$ cat src/hw/bssq_pkg.sv
// Shared constants, step encodings and state type of the batch sequencer
package bssq_pkg;

  // ------------------------------------------------------------------
  // Step table entry layout
  // ------------------------------------------------------------------
  localparam int VAL_W     = 16;            // Value field width
  localparam int KIND_W    = 4;             // Step kind width
  localparam int VAL_LSB   = 0;             // Value field position
  localparam int KIND_LSB  = 16;            // Kind field position
  localparam int BATCH_BIT = 20;            // Batch flag position
  localparam int ENTRY_W   = 21;            // Whole entry width

  // ------------------------------------------------------------------
  // Timing
  // ------------------------------------------------------------------
  localparam int CLK_NS    = 5;             // System clock period, ns
  localparam int TICK_MS   = 100;           // Timing tick, ms
  localparam int TICK_CYC  = TICK_MS * 1000000 / CLK_NS; // Cycles/tick

  // ------------------------------------------------------------------
  // Step kinds
  // ------------------------------------------------------------------
  localparam logic [KIND_W-1:0] K_OFF       = 4'h0; // Skipped
  localparam logic [KIND_W-1:0] K_WEIGHT    = 4'h1; // Fill to target
  localparam logic [KIND_W-1:0] K_DELAY     = 4'h2; // Timed hold
  localparam logic [KIND_W-1:0] K_STANDSTILL = 4'h3; // Standstill wait
  localparam logic [KIND_W-1:0] K_COUNTER   = 4'h4; // Repeat count
  localparam logic [KIND_W-1:0] K_REJOG     = 4'h5; // Automatic re-jog
  localparam logic [KIND_W-1:0] K_ALWAYS    = 4'h6; // Always satisfied
  localparam logic [KIND_W-1:0] K_NEVER     = 4'h7; // Never satisfied

  // ------------------------------------------------------------------
  // Batching modes
  // ------------------------------------------------------------------
  localparam logic [1:0] MODE_OFF    = 2'h0; // Batching disabled
  localparam logic [1:0] MODE_AUTO   = 2'h1; // Restart continuously
  localparam logic [1:0] MODE_MANUAL = 2'h2; // Start on request

  // ------------------------------------------------------------------
  // Reset values
  // ------------------------------------------------------------------
  localparam logic [VAL_W-1:0] VAL_RST = 16'h0000; // Timers and counts
  localparam logic [VAL_W-1:0] ONE_V   = 16'h0001; // Unit step

  // ------------------------------------------------------------------
  // Sequencer states
  // ------------------------------------------------------------------
  typedef enum logic [1:0] {
    ST_IDLE  = 2'b00,                       // No batch running
    ST_FETCH = 2'b01,                       // Step entry being read
    ST_RUN   = 2'b10,                       // Step being evaluated
    ST_JOG   = 2'b11                        // Re-jog pulse running
  } bssq_state_t;

endpackage

$ cat src/hw/bssq_step_mem.sv
// Step table memory with one write port and a registered read port
`timescale 1ns/1ps
module bssq_step_mem #(
  parameter int ADDR_W = 3,                 // Address width
  parameter int DATA_W = 21                 // Entry width
) (
  input  wire logic              clk,       // System clock
  input  wire logic              we,        // Write strobe
  input  wire logic [ADDR_W-1:0] waddr,     // Write address
  input  wire logic [DATA_W-1:0] wdata,     // Write data
  input  wire logic [ADDR_W-1:0] raddr,     // Read address
  output logic      [DATA_W-1:0] rdata_reg  // Read data, one cycle late
);

  // ------------------------------------------------------------------
  // Storage
  // ------------------------------------------------------------------
  logic [DATA_W-1:0] mem [2**ADDR_W];       // Step entries

  // Write port
  always_ff @(posedge clk)
  begin
    if (we)
    begin
      mem[waddr] <= wdata;
    end
  end

  // Registered read port
  always_ff @(posedge clk)
  begin
    rdata_reg <= mem[raddr];
  end

endmodule

$ cat src/hw/bssq_top.sv
// Batch setpoint sequencer: step engine and continuous monitors
`timescale 1ns/1ps
module bssq_top #(
  parameter int STEPS_W     = 3,                 // Step address width
  parameter int TICK_CYCLES = bssq_pkg::TICK_CYC // Cycles per tick
) (
  input  wire logic               clk,            // System clock
  input  wire logic               rstn,           // Sync reset, low
  input  wire logic               cfg_we,         // Step table write
  input  wire logic [STEPS_W-1:0] cfg_addr,       // Step table address
  input  wire logic [20:0]        cfg_wdata,      // Step table entry
  input  wire logic [1:0]         batching_mode,  // Off/auto/manual
  input  wire logic               batch_start_request, // Start pin
  input  wire logic               batch_stop,     // Abort batch
  input  wire logic               standstill,     // Scale settled
  input  wire logic               gross_zero,     // Gross at zero
  input  wire logic               in_range,       // Within capacity
  input  wire logic [15:0]        weight,         // Scale weight
  input  wire logic [STEPS_W-1:0] wd_start_step,  // Watchdog start
  input  wire logic [STEPS_W-1:0] wd_end_step,    // Watchdog end
  input  wire logic [15:0]        wd_value,       // Watchdog tenths
  input  wire logic [STEPS_W-1:0] cc_start_step,  // Concur start
  input  wire logic [STEPS_W-1:0] cc_end_step,    // Concur end
  input  wire logic [15:0]        cc_value,       // Concur tenths
  input  wire logic [16:0]        tod_now,        // Clock, seconds
  input  wire logic [16:0]        tod_set,        // Setpoint time
  input  wire logic               delta_arm,      // Capture reference
  input  wire logic [15:0]        delta_value,    // Change threshold
  input  wire logic [15:0]        chk_over,       // Over limit
  input  wire logic [15:0]        chk_under,      // Under limit
  output logic      [STEPS_W-1:0] current_step,   // Active step
  output logic                    batch_active_monitor, // Batch runs
  output logic                    feed_out,       // Weight step output
  output logic                    jog_out,        // Re-jog indicator
  output logic                    zero_centre_monitor, // At zero
  output logic                    motion_monitor, // In motion
  output logic                    range_monitor,  // In range
  output logic                    watchdog_out,   // Watchdog expired
  output logic                    concur_out,     // Concurrent output
  output logic                    clock_match_setpoint, // Time hit
  output logic                    delta_met,      // Change reached
  output logic                    chk_over_out,   // Overweight
  output logic                    chk_under_out,  // Underweight
  output logic                    chk_accept_out  // Accepted
);

  // ------------------------------------------------------------------
  // Declarations
  // ------------------------------------------------------------------
  localparam int TW = $clog2(TICK_CYCLES + 1);    // Divider width
  localparam logic [TW-1:0] TICK_LAST = TW'(TICK_CYCLES - 1);
  localparam logic [STEPS_W-1:0] LAST = '1;       // Final step

  bssq_pkg::bssq_state_t state_reg;              // Sequencer state
  logic [STEPS_W-1:0] step_reg;                   // Current step
  logic               entry_reg;                  // First RUN cycle
  logic [TW-1:0]      div_reg;                    // Tick divider
  logic               tick_reg;                   // Tenth-second pulse
  logic [15:0]        tmr_reg;                    // Delay/jog timer
  logic [15:0]        cnt_left_reg;               // Batches remaining
  logic               cnt_loaded_reg;             // Count captured
  logic [15:0]        prev_tgt_reg;               // Last weight target
  logic [2:0]         start_sync_reg;             // Start pin sync
  logic [20:0]        entry_data;                 // Step entry read
  logic [3:0]         kind;                       // Current step kind
  logic [15:0]        val;                        // Current step value
  logic               advance;                    // Step satisfied
  logic               jog_begin;                  // Start re-jog pulse
  logic               restart;                    // Run again
  logic               abort;                      // Drop to idle
  logic               start_pulse;                // Start request edge
  logic               step_entry;                 // Step just entered
  logic               wd_run_reg;                 // Watchdog timing
  logic [15:0]        wd_cnt_reg;                 // Watchdog ticks
  logic [15:0]        cc_tmr_reg;                 // Concur ticks left
  logic               tod_prev_reg;               // Previous match
  logic [15:0]        delta_ref_reg;              // Change reference

  // Weight meets or passes a target
  function automatic logic reached(input logic [15:0] w,
                                   input logic [15:0] t);
    reached = (w >= t);
  endfunction

  // ------------------------------------------------------------------
  // Step table
  // ------------------------------------------------------------------
  bssq_step_mem #(
    .ADDR_W (STEPS_W),
    .DATA_W (bssq_pkg::ENTRY_W)
  ) u_mem (
    .clk       (clk),
    .we        (cfg_we),
    .waddr     (cfg_addr),
    .wdata     (cfg_wdata),
    .raddr     (step_reg),
    .rdata_reg (entry_data)
  );

  assign kind = entry_data[bssq_pkg::KIND_LSB +: bssq_pkg::KIND_W];
  assign val  = entry_data[bssq_pkg::VAL_LSB +: bssq_pkg::VAL_W];

  // ------------------------------------------------------------------
  // Tick and start request
  // ------------------------------------------------------------------
  // Tenth-second tick divider
  always_ff @(posedge clk)
  begin
    if (!rstn)
    begin
      div_reg  <= '0;
      tick_reg <= 1'b0;
    end
    else
    begin
      tick_reg <= (div_reg == TICK_LAST);
      div_reg  <= (div_reg == TICK_LAST) ? '0 : div_reg + 1'b1;
    end
  end

  // Start pin synchroniser with edge stage
  always_ff @(posedge clk)
  begin
    if (!rstn)
    begin
      start_sync_reg <= 3'h0;
    end
    else
    begin
      start_sync_reg <= {start_sync_reg[1:0], batch_start_request};
    end
  end

  assign start_pulse = start_sync_reg[1] & ~start_sync_reg[2];
  assign abort = batch_stop || (batching_mode == bssq_pkg::MODE_OFF);
  assign step_entry = (state_reg == bssq_pkg::ST_RUN) && entry_reg;

  // ------------------------------------------------------------------
  // Step evaluation
  // ------------------------------------------------------------------
  // Decide whether the current step is satisfied
  always_comb
  begin
    advance   = 1'b0;
    jog_begin = 1'b0;
    if (state_reg == bssq_pkg::ST_RUN && !entry_reg)
    begin
      case (kind)
        bssq_pkg::K_WEIGHT:
          advance = !entry_data[bssq_pkg::BATCH_BIT] || reached(weight, val);
        bssq_pkg::K_DELAY:
          advance = (tmr_reg == bssq_pkg::VAL_RST);
        bssq_pkg::K_STANDSTILL:
          advance = standstill;
        bssq_pkg::K_REJOG:
        begin
          if (standstill)
          begin
            advance   = reached(weight, prev_tgt_reg);
            jog_begin = !reached(weight, prev_tgt_reg);
          end
        end
        bssq_pkg::K_NEVER:
          advance = 1'b0;
        default:
          advance = 1'b1;
      endcase
    end
  end

  // Repeat or auto mode starts the sequence again
  assign restart = (cnt_loaded_reg && cnt_left_reg > bssq_pkg::ONE_V) ||
                   (batching_mode == bssq_pkg::MODE_AUTO);

  // ------------------------------------------------------------------
  // Sequencer state machine
  // ------------------------------------------------------------------
  always_ff @(posedge clk)
  begin
    if (!rstn)
    begin
      state_reg <= bssq_pkg::ST_IDLE;
      step_reg  <= '0;
      entry_reg <= 1'b0;
    end
    else if (abort)
    begin
      state_reg <= bssq_pkg::ST_IDLE;
      entry_reg <= 1'b0;
    end
    else
    begin
      entry_reg <= (state_reg == bssq_pkg::ST_FETCH);
      case (state_reg)
        bssq_pkg::ST_IDLE:
        begin
          // Auto runs at once, manual waits for a request
          if (batching_mode == bssq_pkg::MODE_AUTO || start_pulse)
          begin
            step_reg  <= '0;
            state_reg <= bssq_pkg::ST_FETCH;
          end
        end
        bssq_pkg::ST_FETCH:
          state_reg <= bssq_pkg::ST_RUN;
        bssq_pkg::ST_RUN:
        begin
          if (jog_begin)
            state_reg <= bssq_pkg::ST_JOG;
          else if (advance && step_reg == LAST)
          begin
            step_reg  <= '0;
            state_reg <= restart ? bssq_pkg::ST_FETCH
                                 : bssq_pkg::ST_IDLE;
          end
          else if (advance)
          begin
            step_reg  <= step_reg + 1'b1;
            state_reg <= bssq_pkg::ST_FETCH;
          end
        end
        bssq_pkg::ST_JOG:
        begin
          // Back to re-check after the pulse
          if (tmr_reg == bssq_pkg::VAL_RST)
            state_reg <= bssq_pkg::ST_RUN;
        end
        default:
          state_reg <= bssq_pkg::ST_IDLE;
      endcase
    end
  end

  // Delay and re-jog timer in ticks
  always_ff @(posedge clk)
  begin
    if (!rstn)
      tmr_reg <= bssq_pkg::VAL_RST;
    else if (step_entry || jog_begin)
      tmr_reg <= val;
    else if (tick_reg && tmr_reg != bssq_pkg::VAL_RST)
      tmr_reg <= tmr_reg - bssq_pkg::ONE_V;
  end

  // Batch repeat count
  always_ff @(posedge clk)
  begin
    if (!rstn || abort)
    begin
      cnt_left_reg   <= bssq_pkg::VAL_RST;
      cnt_loaded_reg <= 1'b0;
    end
    else if (advance && kind == bssq_pkg::K_COUNTER && !cnt_loaded_reg)
    begin
      cnt_left_reg   <= val;
      cnt_loaded_reg <= 1'b1;
    end
    else if (advance && step_reg == LAST)
    begin
      if (cnt_left_reg > bssq_pkg::ONE_V)
        cnt_left_reg <= cnt_left_reg - bssq_pkg::ONE_V;
      else
        cnt_loaded_reg <= 1'b0;
    end
  end

  // Target of the latest batch weight step
  always_ff @(posedge clk)
  begin
    if (!rstn)
      prev_tgt_reg <= bssq_pkg::VAL_RST;
    else if (step_entry && kind == bssq_pkg::K_WEIGHT &&
             entry_data[bssq_pkg::BATCH_BIT])
      prev_tgt_reg <= val;
  end

  // ------------------------------------------------------------------
  // Watchdog and concurrent output
  // ------------------------------------------------------------------
  // Watchdog between start and end steps
  always_ff @(posedge clk)
  begin
    if (!rstn)
    begin
      wd_run_reg   <= 1'b0;
      wd_cnt_reg   <= bssq_pkg::VAL_RST;
      watchdog_out <= 1'b0;
    end
    else if (step_entry && step_reg == wd_start_step)
    begin
      wd_run_reg   <= 1'b1;
      wd_cnt_reg   <= bssq_pkg::VAL_RST;
      // Expiry in the same cycle wins over the clear
      watchdog_out <= wd_run_reg && (wd_cnt_reg >= wd_value);
    end
    else if ((step_entry && step_reg == wd_end_step) || abort)
      wd_run_reg <= 1'b0;
    else if (wd_run_reg && wd_cnt_reg >= wd_value)
    begin
      watchdog_out <= 1'b1;
      wd_run_reg   <= 1'b0;
    end
    else if (wd_run_reg && tick_reg)
      wd_cnt_reg <= wd_cnt_reg + bssq_pkg::ONE_V;
  end

  // Concurrent output, step-bounded or timed
  always_ff @(posedge clk)
  begin
    if (!rstn || abort)
    begin
      concur_out <= 1'b0;
      cc_tmr_reg <= bssq_pkg::VAL_RST;
    end
    else if (step_entry && step_reg == cc_start_step)
    begin
      concur_out <= 1'b1;
      cc_tmr_reg <= cc_value;
    end
    else if (cc_value == bssq_pkg::VAL_RST)
    begin
      if (step_entry && step_reg == cc_end_step)
        concur_out <= 1'b0;
    end
    else if (concur_out && tick_reg)
    begin
      cc_tmr_reg <= cc_tmr_reg - bssq_pkg::ONE_V;
      if (cc_tmr_reg <= bssq_pkg::ONE_V)
        concur_out <= 1'b0;
    end
  end

  // ------------------------------------------------------------------
  // Continuous monitors and step outputs
  // ------------------------------------------------------------------
  // Scale condition, batch activity and current step monitors
  always_ff @(posedge clk)
  begin
    if (!rstn)
    begin
      zero_centre_monitor  <= 1'b0;
      motion_monitor       <= 1'b0;
      range_monitor        <= 1'b0;
      batch_active_monitor <= 1'b0;
      current_step         <= '0;
    end
    else
    begin
      zero_centre_monitor  <= gross_zero;
      motion_monitor       <= !standstill;
      range_monitor        <= in_range;
      batch_active_monitor <= (state_reg != bssq_pkg::ST_IDLE);
      current_step         <= step_reg;
    end
  end

  // Fill and re-jog outputs
  always_ff @(posedge clk)
  begin
    if (!rstn)
    begin
      feed_out <= 1'b0;
      jog_out  <= 1'b0;
    end
    else
    begin
      feed_out <= (state_reg == bssq_pkg::ST_JOG) ||
                  (state_reg == bssq_pkg::ST_RUN && !entry_reg &&
                   kind == bssq_pkg::K_WEIGHT &&
                   entry_data[bssq_pkg::BATCH_BIT] && !reached(weight, val));
      jog_out  <= (state_reg == bssq_pkg::ST_JOG);
    end
  end

  // Time match, weight change and checkweigher
  always_ff @(posedge clk)
  begin
    if (!rstn)
    begin
      tod_prev_reg         <= 1'b0;
      clock_match_setpoint <= 1'b0;
      delta_ref_reg        <= bssq_pkg::VAL_RST;
      delta_met            <= 1'b0;
      chk_over_out         <= 1'b0;
      chk_under_out        <= 1'b0;
      chk_accept_out       <= 1'b0;
    end
    else
    begin
      tod_prev_reg         <= (tod_now == tod_set);
      clock_match_setpoint <= (tod_now == tod_set) && !tod_prev_reg;
      if (delta_arm)
        delta_ref_reg <= weight;
      delta_met <= !delta_arm &&
        (reached(weight, delta_ref_reg) ?
         (weight - delta_ref_reg) >= delta_value :
         (delta_ref_reg - weight) >= delta_value);
      chk_over_out   <= weight > chk_over;
      chk_under_out  <= weight < chk_under;
      chk_accept_out <= !(weight > chk_over) && !(weight < chk_under);
    end
  end
endmodule
$ cat config.mk
export PLATFORM = sky130hd
export DESIGN_NAME = bssq_top
export DESIGN_NICKNAME = d
export VERILOG_FILES = /design/src/hw/bssq_pkg.sv /design/src/hw/bssq_step_mem.sv /design/src/hw/bssq_top.sv
export SDC_FILE = /design/constraint.sdc
export NUM_CORES = 1
export LEC_CHECK = 0
export BUFFER_PORTS_ARGS = -buffer_cell sky130_fd_sc_hd__buf_4
export CORE_UTILIZATION = 50
export CTS_BUF_LIST = sky130_fd_sc_hd__clkbuf_4 sky130_fd_sc_hd__clkbuf_8
export DETAILED_ROUTE_END_ITERATION = 7
export GPL_ROUTABILITY_DRIVEN = 0
export PLACE_DENSITY = 0.73
export SYNTH_ARGS = -nofsm -noshare
export SYNTH_HDL_FRONTEND = slang
export SYNTH_SLANG_ARGS = --single-unit
$ cat constraint.sdc
create_clock -name clk -period 4.15 [get_ports clk]
set_input_delay 0.2075 -clock clk [delete_from_list [all_inputs] [get_ports clk]]
set_output_delay 0.2075 -clock clk [all_outputs]
set_load 0.05 [all_outputs]
==> summary.txt <==
Status
  • Status: finished, violations left
  • Failing checks: design-rule violations

Finish
  • Layout cells sized above 1: 0.1918
  • Max reg flops: 168
  • Layout Cells excl Fill: 2560
  • Layout filler cell count: 2941
  • Area Overhead vs Synth: 20.06%
  • Post-Route Utilization: 0.6084
  • Total Nets Final: ~2400

Die
  • Core Box Area: roughly 0.037 sq mm
  • IO Count: 193
  • Die footprint: 0.03779 sq mm
  • Horiz. Die Dim: 194.4 microns
  • Initial core utilization: 0.5067
  • Row cnt: 70
  • Die Y-Extent: 194.4 microns

Critical path
  • Crit path largest cell delay: 0.54 ns
  • WP buf/inv: 6
  • Most numerous cell on the critical path: buf_4
  • Arr. time, crit path: 4.19 ns
  • Worst setup SP type: input pin
  • CP top delay family: compound AO/OA/AOI/OAI gates
  • CP max stage cell: dlygate4sd3_1
  • Max FO, Critical Path: 4
  • Worst setup path class: in -> reg
  • Worst Path Required: around 4.7 ns
  • CP Capture Type: flop
  • Flop-to-flop setup slack: 0.56 ns
  • Crit-path cells: dlygate4sd3_1 > buf_4 > inv_1 > ha_1 > inv_1 > fa_1 > a21o_1 > a221oi_1 > buf_4 > nor3_1 > a2111oi_0 > buf_4 > o21ai_0 > xor2_1 > ha_1 > a21o_1 > a211oi_1 > o211ai_1 > o311a_1

Synth
  • EDFF count, synth: 168
  • Ys async rst share: 0
  • Mean post-synth cell area: around 10 sq um
  • Yosys top cell by area: edfxtp_1
  • Mapped Cells: 1786
  • Synth top cells by count: 171 x dfxtp_1, 169 x nand2_1, 168 x edfxtp_1
  • Largest cells by area after synthesis: edfxtp_1 27%, dfxtp_1 18%, ha_1 10%
  • Synthesized flop and latch total: 339
  • Ys flop type: dfxtp_1
  • Most common cell in the netlist: dfxtp_1
  • Yosys warnings: 0
  • Post-synthesis sequential area ratio: 0.4575
  • Synth Cell Area: 0.01851 sq mm
  • Syn_nets: 2115
  • Post-synth top area share: 0.2726
  • Post-synthesis cell type count: 91

Detailed routing
  • Met2 routed wirelength: about 22 mm
  • Met1 wire length: 19.29 mm
  • Uppermost layer routed: met4
  • Avg Vias per Cell: between 5 and 6
  • Drt total wl: around 45 mm
  • Pre-antenna DRT Iters: 8
  • Via Count: 14430
  • # DRC: 2
  • WL/cell: 17.74 microns
  • Met3 wire length: 2.536 mm
  • Drt first-iter violations: about 1100
  • Antenna Nets Post-Route: 0

Timing
  • Final period util: 0.8870
  • Setup_tns: 0 ns
  • Worst slew pin tran: 1.184 ns
  • Relative slew slack: 0.2090
  • Fin crit period: 3.681 ns
  • Final number of max-transition violations: 0
  • # setup viols final: 0
  • Hold Vio Cnt, Final: 0
  • Setup Skew: 0.02620 ns
  • Fmax: 271.6 MHz
  • RSZ-0062 raised after global routing: no

Place
  • DP Wirelength: 31.52 mm
  • DP Cell Count: between 2000 and 2500
  • Port Buffers: around 190

Clock tree
  • Later-pin clock latency in the skew report: between 0.6 and 0.7 ns
  • CTS Buffer Depth: 3
  • CTS tree: done
  • Clock H-tree levels: 2
  • PostCTS Resize Cnt: 0
  • Root buf cell: clkbuf_8
  • Post-CTS setup buffers: 0
  • CTS Buf Count: 54
  • TritonCTS Sinks: between 300 and 400
  • CTS Hold Bufs: 65
  • CTS clk-pin slew, worst paths: around 0.070 ns

GRT
  • GR Util All Layers: 0.2366
  • Initial antenna violation count: 1
  • Global route total overflow: 0
  • Global-route wire length before repair: just over 70 mm
  • Pin count of the biggest net entering global routing: 42
  • Vias in the first global route: 14390

Power and ir drop
  • Power per cell area: 341.8 mW/mm^2
  • VDD IR max: roughly 0.30 mV
  • Leak: ~9.0 nW

Hold path
  • Hold/Removal Path Class: in -> reg

Job
  • Max cap viols: 0
==> routing by layer <==
| metal | vias to the layer above | GRT usage |
|---|---|---|
| met3 | 89 | 0.03054 |
| met4 | 0 | 0.07055 |
| li1 | 7022 | - |
| met2 | 464 | 0.4191 |
| met1 | 6855 | 0.3008 |
| met5 | - | 0 |
==> path summary, 6_finish.rpt <==
| kind | startpoint | depth (start not counted) | endpoint |
|---|---|---|---|
| worst min-delay path | tod_now[16] | 5 | clock_match_setpoint |
| worst max register to register | delta_ref_reg[0] | 16 | delta_met |
| worst max-delay path | weight[0] | 19 | delta_met |
| worst min register to register | tod_prev_reg | 1 | clock_match_setpoint |
==> cell type report <==
class / instances / area [sq um] / area share
Clock buffer: 77 / 959.7 / 0.04319
Sequential cell: 339 / 8471 / 0.3812
Clock inverter: 24 / 191.4 / 0.008615
Multi-Input combinational cell: 1220 / 9184 / 0.4133
Tap cell: 468 / 585.6 / 0.02635
Antenna cell: 1 / 2.502 / 0.0001126
Timing Repair Buffer: 279 / 2257 / 0.1016
Inverter: 152 / 570.5 / 0.02568
==> report_power, final <==
part	internal [mW]	switching [mW]	leakage [nW]	total (mW)
combinational	0.461	0.507	5.48	0.968
clock	1.64	1.36	0.608	2.99
sequential	3.59	0.0388	2.92	3.63
==> per-stage QoR <==
step           setup slack, ns  power, mW  hold WS [ns]  area, sq um
4_1_cts                 0.5352      7.651      0.006518        22220
6_report                0.4688      7.595       0.05873        22220
3_5_place_dp            0.4510      4.615        0.3796        20420
3_3_place_gp            0.4516      4.580        0.3727        20420
5_1_grt                 0.1585      7.910       0.06707        22220
2_1_floorplan           0.6752      4.256        0.2799        18510
==> worst reg2reg max path, cell delays in order, from the launching register on <==
cell	delay (ns)
dfxtp_1	0.36
ha_1	0.19
inv_1	0.06
fa_1	0.39
a21o_1	0.19
a221oi_1	0.28
buf_4	0.18
nor3_1	0.05
a2111oi_0	0.39
buf_4	0.19
o21ai_0	0.09
xor2_1	0.17
ha_1	0.30
a21o_1	0.16
a211oi_1	0.22
o211ai_1	0.11
o311a_1	0.15
==> placed cells by master (no fill, tap or decap), types with 15 or more instances in the layout <==
cell type,count
edfxtp_1,168
nor2b_1,15
nand2_1,169
dfxtp_1,169
dlygate4sd3_1,65
a211oi_1,16
nand2b_1,16
o21ai_0,46
mux2i_1,27
nor4_1,23
xnor2_1,61
xor2_1,43
clkbuf_4,16
buf_4,214
a21oi_1,107
a21o_1,47
mux4_2,42
ha_1,150
clkbuf_8,61
nand3_1,36
inv_1,150
a311oi_1,16
nor2_1,119
nand4_1,43
nor3_1,39
==> logic make-up (layout without fill, tap and decap cells) <==
group | count (synthesis) | in the layout | synth area share
and+or+nand+nor | 546 | 546 | 0.1462
AOI/OAI and AO/OA | 348 | 348 | 0.1293
DFF | 339 | 339 | 0.4575
buffers and inverters | 227 | 532 | 0.04786
adders and majority gates | 152 | 152 | 0.1036
xor gates and xnor gates | 104 | 104 | 0.04922
muxes | 70 | 70 | 0.06632
other | 0 | 1 | 0
Note: power is estimated with default switching activity, not from simulation.
